<file path="config.mk">
export PLATFORM = sky130hd
export DESIGN_NAME = emx_conv_flat
export DESIGN_NICKNAME = d
export VERILOG_FILES = /design/src/pkg/emx_pkg.sv /design/src/pkg/emx_cable_if.sv /design/src/rtl/emx_conv.sv /design/src/flat_wrapper.sv
export SDC_FILE = /design/constraint.sdc
export NUM_CORES = 1
export LEC_CHECK = 0
export BUFFER_PORTS_ARGS = -buffer_cell sky130_fd_sc_hd__buf_2
export CELL_PAD_IN_SITES_DETAIL_PLACEMENT = 1
export CELL_PAD_IN_SITES_GLOBAL_PLACEMENT = 1
export CORE_MARGIN = 2
export CORE_UTILIZATION = 40
export CTS_CLUSTER_SIZE = 28
export DETAILED_ROUTE_END_ITERATION = 7
export GPL_TIMING_DRIVEN = 0
export PLACE_DENSITY_LB_ADDON = 0.1
export SLEW_MARGIN = 20
export SYNTH_ARGS = -nofsm -noshare
export SYNTH_HDL_FRONTEND = slang
export SYNTH_SLANG_ARGS = --single-unit
</file>
<file path="constraint.sdc">
create_clock -name core_clk -period 6.6 [get_ports core_clk]
set_input_delay 0.33 -clock core_clk [delete_from_list [all_inputs] [get_ports core_clk]]
set_output_delay 0.33 -clock core_clk [all_outputs]
set_load 0.02 [all_outputs]
</file>
<file path="src/pkg/emx_pkg.sv">
// shared constants and types for the expansion mux bank decoder
package emx_pkg;
  localparam int unsigned ADDR_W        = 7;
  localparam int unsigned BANK_W        = 3;
  localparam int unsigned CHAN_W        = 4;
  localparam int unsigned NUM_CHAN      = 16;
  localparam int unsigned ID_W          = 8;
  localparam int unsigned RESULT_W      = 12;
  localparam int unsigned BANK_LSB      = 4;
  localparam logic [2:0]  BANK_RESERVED = 3'h0;
  // arbitrary neutral values; a real board carries its own code
  localparam logic [7:0]  BOARD_ID_DEF  = 8'h05;
  localparam logic [7:0]  CONV_ID_DEF   = 8'h30;
  localparam int unsigned CLK_PERIOD_PS = 5000;
  localparam int unsigned SETTLE_RELAY_US = 8500;
  localparam int unsigned SETTLE_SS_US    = 40;
  // divide first: microseconds times 1e6 overflows a 32-bit count
  localparam int unsigned CYC_PER_US    = 1000000 / CLK_PERIOD_PS;
  localparam int unsigned SETTLE_RELAY_CYC =
    SETTLE_RELAY_US * CYC_PER_US;
  localparam int unsigned SETTLE_SS_CYC =
    SETTLE_SS_US * CYC_PER_US;
  localparam int unsigned CNT_W = 24;
  // software register offsets of the converter end
  localparam logic [3:0] REG_CSR    = 4'h0;
  localparam logic [3:0] REG_RESULT = 4'h4;
  localparam logic [3:0] REG_MODULE = 4'h8;
  localparam int unsigned CSR_GO    = 0;
  localparam int unsigned CSR_DONE  = 1;
  localparam int unsigned CSR_PRES  = 2;
  localparam int unsigned CSR_RELAY = 3;
  localparam int unsigned CSR_CH_LSB = 8;
  typedef enum logic [1:0] {SW_SOLID, SW_RELAY_THEN_SOLID} emx_sw_mode_t;

  function automatic logic [2:0] emx_bank_of(input logic [6:0] addr);
    emx_bank_of = addr[6:4];
  endfunction : emx_bank_of
endpackage : emx_pkg

</file>
<file path="src/pkg/emx_cable_if.sv">
// flat cable between converter and expansion mux boards
`timescale 1ns/1ps
interface emx_cable_if;
  import emx_pkg::*;
  logic [ADDR_W-1:0] channel_select_bits;
  logic              present_o;
  logic              present_oe;
  logic [ID_W-1:0]   id_o;
  logic              id_oe;
  logic              bus_switch_on;
  logic [CHAN_W-1:0] bus_channel;
  logic [RESULT_W-1:0] analog_sample;
  modport board (input channel_select_bits, output present_o,
                 output present_oe, output id_o, output id_oe,
                 output bus_switch_on, output bus_channel);
  modport conv  (output channel_select_bits, input present_o,
                 input present_oe, input id_o, input id_oe,
                 input bus_switch_on, input bus_channel,
                 input analog_sample);
endinterface : emx_cable_if

</file>
<file path="src/rtl/emx_conv.sv">
// converter end: csr, settle timing, presence and id merge
`timescale 1ns/1ps
module emx_conv
  import emx_pkg::*;
#(
  parameter int unsigned RELAY_CYC = SETTLE_RELAY_CYC, // relay settle
  parameter int unsigned SS_CYC    = SETTLE_SS_CYC     // solid settle
)(
  emx_cable_if.conv               cab,       // cable side
  input  wire logic               core_clk,  // 200 MHz clock
  input  wire logic               sys_rst,   // sync reset, high
  input  wire logic [3:0]         addr,      // register address
  input  wire logic [31:0]        wdata,     // write data
  input  wire logic               wr,        // write strobe
  input  wire logic               rd,        // read strobe
  output logic [31:0]             rdata_ff   // read data
);
  import emx_pkg::*;
  typedef enum logic [1:0] {ST_IDLE, ST_SETTLE, ST_DONE} emx_st_t;
  emx_st_t           st_ff;
  logic [ADDR_W-1:0] ch_ff;
  logic              relay_ff, done_ff;
  logic [CNT_W-1:0]  cnt_ff;
  logic [RESULT_W-1:0] result_ff;
  logic              pres_s1_ff, pres_ff;
  logic [ID_W-1:0]   id_s1_ff, id_ff;
  logic              go;

  assign cab.channel_select_bits = ch_ff;
  assign go = wr && (addr == REG_CSR) && wdata[CSR_GO];

  // presence and id lines come from another board: two flops first
  always_ff @(posedge core_clk) begin
    if (sys_rst) begin
      pres_s1_ff <= 1'b0;
      pres_ff    <= 1'b0;
      id_s1_ff   <= '0;
      id_ff      <= '0;
    end else begin
      pres_s1_ff <= cab.present_oe & cab.present_o;
      pres_ff    <= pres_s1_ff;
      id_s1_ff   <= cab.id_oe ? cab.id_o : '0;
      id_ff      <= id_s1_ff;
    end
  end

  always_ff @(posedge core_clk) begin
    if (sys_rst) begin
      ch_ff    <= '0;
      relay_ff <= 1'b0;
    end else if (wr && addr == REG_CSR) begin
      ch_ff    <= wdata[CSR_CH_LSB +: ADDR_W];
      relay_ff <= wdata[CSR_RELAY];
    end
  end

  always_ff @(posedge core_clk) begin
    if (sys_rst) begin
      st_ff     <= ST_IDLE;
      cnt_ff    <= '0;
      done_ff   <= 1'b0;
      result_ff <= '0;
    end else begin
      case (st_ff)
        ST_IDLE: begin
          if (go) begin
            done_ff <= 1'b0;
            cnt_ff  <= wdata[CSR_RELAY] ? CNT_W'(RELAY_CYC) :
                       CNT_W'(SS_CYC);
            st_ff   <= ST_SETTLE;
          end
        end
        ST_SETTLE: begin
          if (cnt_ff <= CNT_W'(1)) begin
            st_ff <= ST_DONE;
          end else begin
            cnt_ff <= cnt_ff - CNT_W'(1);
          end
        end
        ST_DONE: begin
          result_ff <= cab.analog_sample;
          done_ff   <= 1'b1;
          st_ff     <= ST_IDLE;
        end
        default: st_ff <= ST_IDLE;
      endcase
    end
  end

  always_ff @(posedge core_clk) begin
    if (sys_rst) begin
      rdata_ff <= '0;
    end else if (rd) begin
      case (addr)
        REG_CSR: begin
          rdata_ff <= {17'h0, ch_ff, 4'h0, relay_ff, pres_ff, done_ff,
                       st_ff != ST_IDLE};
        end
        REG_RESULT: rdata_ff <= {20'h0, result_ff};
        REG_MODULE: rdata_ff <= {24'h0, CONV_ID_DEF | id_ff};
        default:    rdata_ff <= '0;
      endcase
    end else begin
      rdata_ff <= '0;
    end
  end
endmodule : emx_conv

</file>
<file path="src/flat_wrapper.sv">
// flat-port wrapper written by rule: the top's interface ports become plain ports
module emx_conv_flat import emx_pkg::*;
#(
  parameter int unsigned RELAY_CYC = SETTLE_RELAY_CYC,                
  parameter int unsigned SS_CYC    = SETTLE_SS_CYC                    
)
  (core_clk, sys_rst, addr, wdata, wr, rd, rdata_ff, cab_channel_select_bits, cab_present_o, cab_present_oe, cab_id_o, cab_id_oe, cab_bus_switch_on, cab_bus_channel, cab_analog_sample);
  emx_cable_if cab_i ();
  input  wire logic core_clk;
  input  wire logic sys_rst;
  input  wire logic [3:0] addr;
  input  wire logic [31:0] wdata;
  input  wire logic wr;
  input  wire logic rd;
  output logic [31:0] rdata_ff;
  output wire logic [$bits(cab_i.channel_select_bits)-1:0] cab_channel_select_bits;
  input wire logic [$bits(cab_i.present_o)-1:0] cab_present_o;
  input wire logic [$bits(cab_i.present_oe)-1:0] cab_present_oe;
  input wire logic [$bits(cab_i.id_o)-1:0] cab_id_o;
  input wire logic [$bits(cab_i.id_oe)-1:0] cab_id_oe;
  input wire logic [$bits(cab_i.bus_switch_on)-1:0] cab_bus_switch_on;
  input wire logic [$bits(cab_i.bus_channel)-1:0] cab_bus_channel;
  input wire logic [$bits(cab_i.analog_sample)-1:0] cab_analog_sample;
  assign cab_channel_select_bits = cab_i.channel_select_bits;
  assign cab_i.present_o = cab_present_o;
  assign cab_i.present_oe = cab_present_oe;
  assign cab_i.id_o = cab_id_o;
  assign cab_i.id_oe = cab_id_oe;
  assign cab_i.bus_switch_on = cab_bus_switch_on;
  assign cab_i.bus_channel = cab_bus_channel;
  assign cab_i.analog_sample = cab_analog_sample;
  emx_conv #(.RELAY_CYC(RELAY_CYC), .SS_CYC(SS_CYC)) u_core (.cab(cab_i), .core_clk(core_clk), .sys_rst(sys_rst), .addr(addr), .wdata(wdata), .wr(wr), .rd(rd), .rdata_ff(rdata_ff));
endmodule
</file>
==> impl_metrics.csv <==
group,metric,value,unit
status,status,"complete, no violations",
global_route,grt_max_degree,16,
worst_setup_path,startpoint,"u_core.cnt_ff[0]",
clock_network,clock_latency,360,ps
detailed_routing,ant_nets,0,
clock_network,clkTransAtPathRegs,80,ps
sta,fin_ws,3930,ps
worst_setup_path,worst_r2r_path_depth,8,
final_layout,diodes,0,
power_and_ir_drop,ir_drop,0.0970,mV
clock_network,htreeDepth,3,
sta,drv_slew,0,
sta,finalSetupTns,0,ps
clock_network,cts_resized,0,
clock_network,root_buffer,"clkbuf_8",
synth,synth-edff-count,0,
global_route,grt_pass1_wl,14800,um
sta,worst_pin_slew,619,ps
worst_setup_path,timing.rr.start,"u_core.cnt_ff[0]",
detailed_routing,dr.pass1.iters,4,
global_route,grt_use_total,0.214,
global_route,grt_pass1_vias,3047,
sta,hold_violations,0,
final_layout,synthToLayoutAreaGrowth,21.3,%
power_and_ir_drop,p_leak,1.70,nW
synth,syn_area_per_cell,8.70,sq um
final_layout,nNetsFinal,538,
synth,yosys_warnings,0,
clock_network,cts_buffer_depth,2,
placement,dpl.hpwl,6730,um
placement,gp_congestion,0.839,
floorplan,row_count,33,
sta,rsz0062_at_grt,"false",
synth,synth_top_family_by_area,"simple AND/OR/NAND/NOR gates",
synth,netlist_instances,383,
worst_setup_path,critical_path_required,6850,ps
global_route,grt-ovfl-total,0,
synth,ys.flop_type,"dfxtp_1",
sta,period_share,0.405,
sta,fin_worst_skew,12.3,ps
worst_setup_path,regToRegEndpoint,"u_core.cnt_ff[9]",
power_and_ir_drop,power_density,236,nW/um^2
synth,seq_area_frac_synth,0.457,
detailed_routing,drc,0,
floorplan,die_area,9070,sq um
detailed_routing,drt_wl_total,9340,um
clock_network,post_cts_buffers,0,
floorplan,ios,107,
final_layout,final_layout_size_suffix_gt1_frac,0.224,
worst_setup_path,startpoint_type,"flip-flop",
clock_network,ctsHoldBuffers,0,
worst_setup_path,regToRegSetupSlack,3930,ps
clock_network,cts_tree,"done",
synth,synth_compound_area_frac,0.174,
floorplan,start_util,0.409,
worst_setup_path,end_kind,"flip-flop",
hold_path,min_path_cells,2,
hold_path,hold_class,"primary input to flip-flop",
placement,pre_cts_ws,3980,ps
worst_setup_path,critPathKind,"flip-flop to flip-flop",
worst_setup_path,cp_max_fo,10,
sta,min_period,2670,ps
synth,synth_xor_area_frac,0.00789,
global_route,antenna_found_initial,0,
synth,synth_simple_gate_area_frac,0.260,
clock_network,cts_buffers,9,
worst_setup_path,arrival,2920,ps
detailed_routing,vias,3047,
hold_path,min_to,"u_core.id_s1_ff[1]",
synth,synthAdderAreaFrac,0.00751,
floorplan,die_w,95.3,um
floorplan,die_h,95.3,um
sta,setup_viol,0,
synth,synth_mux_area_frac,0.0240,
clock_network,cts.sinks,76,
sta,slew_headroom,0.587,
placement,io_buffer_count,58,
synth,synthArstFlopShare,0,
hold_path,hold_path_startpoint,"cab_id_o[1]",
floorplan,core-area,8130,sq um
detailed_routing,wl_per_cell,16.2,um
synth,syn-cell-area,3330,sq um
synth,synth_cell_types,59,
detailed_routing,drt_iter0_drc,109,
run,cap_viol_max_count,0,
detailed_routing,via_per_inst,5.27,
sta,fmax,374,MHz
synth,ys_seq_elements,76,
[how the worst max path moves through the flow]
stage | endpoint | slack, ps | cells after the start
2_1_floorplan | u_core.cnt_ff[9] | 4500 | 8
3_3_place_gp | u_core.cnt_ff[9] | 3960 | 8
3_5_place_dp | u_core.cnt_ff[9] | 3980 | 8
4_1_cts | u_core.cnt_ff[9] | 3940 | 8
5_1_grt | u_core.cnt_ff[9] | 3730 | 8
6_report | u_core.cnt_ff[9] | 3930 | 8
[where the power goes]
part           internal, W  switching, W
registers         0.000463    0.00000301
clock network     0.000219      0.000192
logic            0.0000309     0.0000461
[cell usage after synthesis (2+ instances only)]
cell type | instances | share of area
mux2i_1 | 8 | 0.024
o211ai_1 | 5 | 0.011
or4_1 | 7 | 0.016
nand4_1 | 6 | 0.011
a21oi_1 | 38 | 0.057
nand2b_1 | 6 | 0.011
a31oi_1 | 5 | 0.0094
buf_1 | 2 | 0.0023
nor2b_1 | 12 | 0.023
nand2_1 | 46 | 0.052
buf_2 | 3 | 0.0045
and3_1 | 3 | 0.0056
nor3_1 | 6 | 0.0090
buf_4 | 18 | 0.041
xor2_1 | 3 | 0.0079
and4_1 | 2 | 0.0053
a22o_1 | 2 | 0.0053
or3_1 | 3 | 0.0056
clkbuf_1 | 17 | 0.019
and2_1 | 9 | 0.017
nor2_1 | 33 | 0.037
inv_1 | 2 | 0.0023
a32o_1 | 2 | 0.0060
o21ai_0 | 11 | 0.017
nor4_4 | 2 | 0.013
dfxtp_1 | 76 | 0.46
o32ai_1 | 2 | 0.0053
a22oi_1 | 3 | 0.0068
ha_1 | 2 | 0.0075
o31ai_1 | 7 | 0.016
nand3_1 | 14 | 0.021
[metrics by stage]
step                cell area (sq um)   util  hold WS, ps  cells  total power, W
floorplan                        3390      -          414    399        0.000528
global placement                 3810  0.469          419    562        0.000551
detailed placement               3810  0.469          425    562        0.000553
CTS                              4040  0.497          166    578        0.000963
global route                     4040  0.497          165    578        0.000988
finish                           4040  0.497          177    578        0.000954
[logic make-up after synthesis]
family,Yosys count
DFF,76
AOI/OAI and AO/OA,91
other,1
xor gates and xnor gates,3
adders and majority gates,2
muxes,8
and+or+nand+nor,160
buffers and inverters,42
[layout by cell type (no fill, tap or decap), types with 7 or more instances in the layout]
cell type / netlist / routed
a21oi_1: 38 / 38
and2_1: 9 / 9
buf_2: 3 / 61
buf_4: 18 / 18
clkbuf_1: 17 / 17
clkbuf_8: 0 / 9
conb_1: 1 / 17
dfxtp_1: 76 / 76
mux2i_1: 8 / 8
nand2_1: 46 / 46
nand3_1: 14 / 14
nor2_1: 33 / 33
nor2b_1: 12 / 12
o21ai_0: 11 / 11
o31ai_1: 7 / 7
or4_1: 7 / 7
[cell type report]
class,count,area [sq um]
buffer,40,221
clock buffer,9,124
clock inverter,7,104
fill,992,4090
inverter,2,7.51
multi-input combinational,281,1640
sequential,76,1520
tap,105,131
timing repair buffer,58,290
[critical path: stages (launching register included)]
cell	delay, ps
dfxtp_1	440
inv_1	100
ha_1	310
o21ba_2	260
and4_1	210
a21oi_1	470
buf_2	360
o32ai_1	140
a22o_2	280
[sequential cells by signal (all words and copies together) (netlist names)]
register,count
u_core.id_s1_ff,6
u_core.result_ff,12
u_core.cnt_ff,24
u_core.st_ff,2
u_core.relay_ff,1
u_core.cab.channel_select_bits,7
u_core.pres_ff,1
u_core.id_ff,6
u_core.rdata_ff,15
u_core.done_ff,1
u_core.pres_s1_ff,1
[routing by layer]
layer | up-vias | global-route usage | routed length, um
li1 | 1496 | - | -
met1 | 1483 | 0.248 | 3950
met2 | 58 | 0.386 | 4870
met3 | 10 | 0.0561 | 408
met4 | 0 | 0.0616 | 106
met5 | - | 0 | 0
Note: power is estimated with default switching activity, not from simulation.
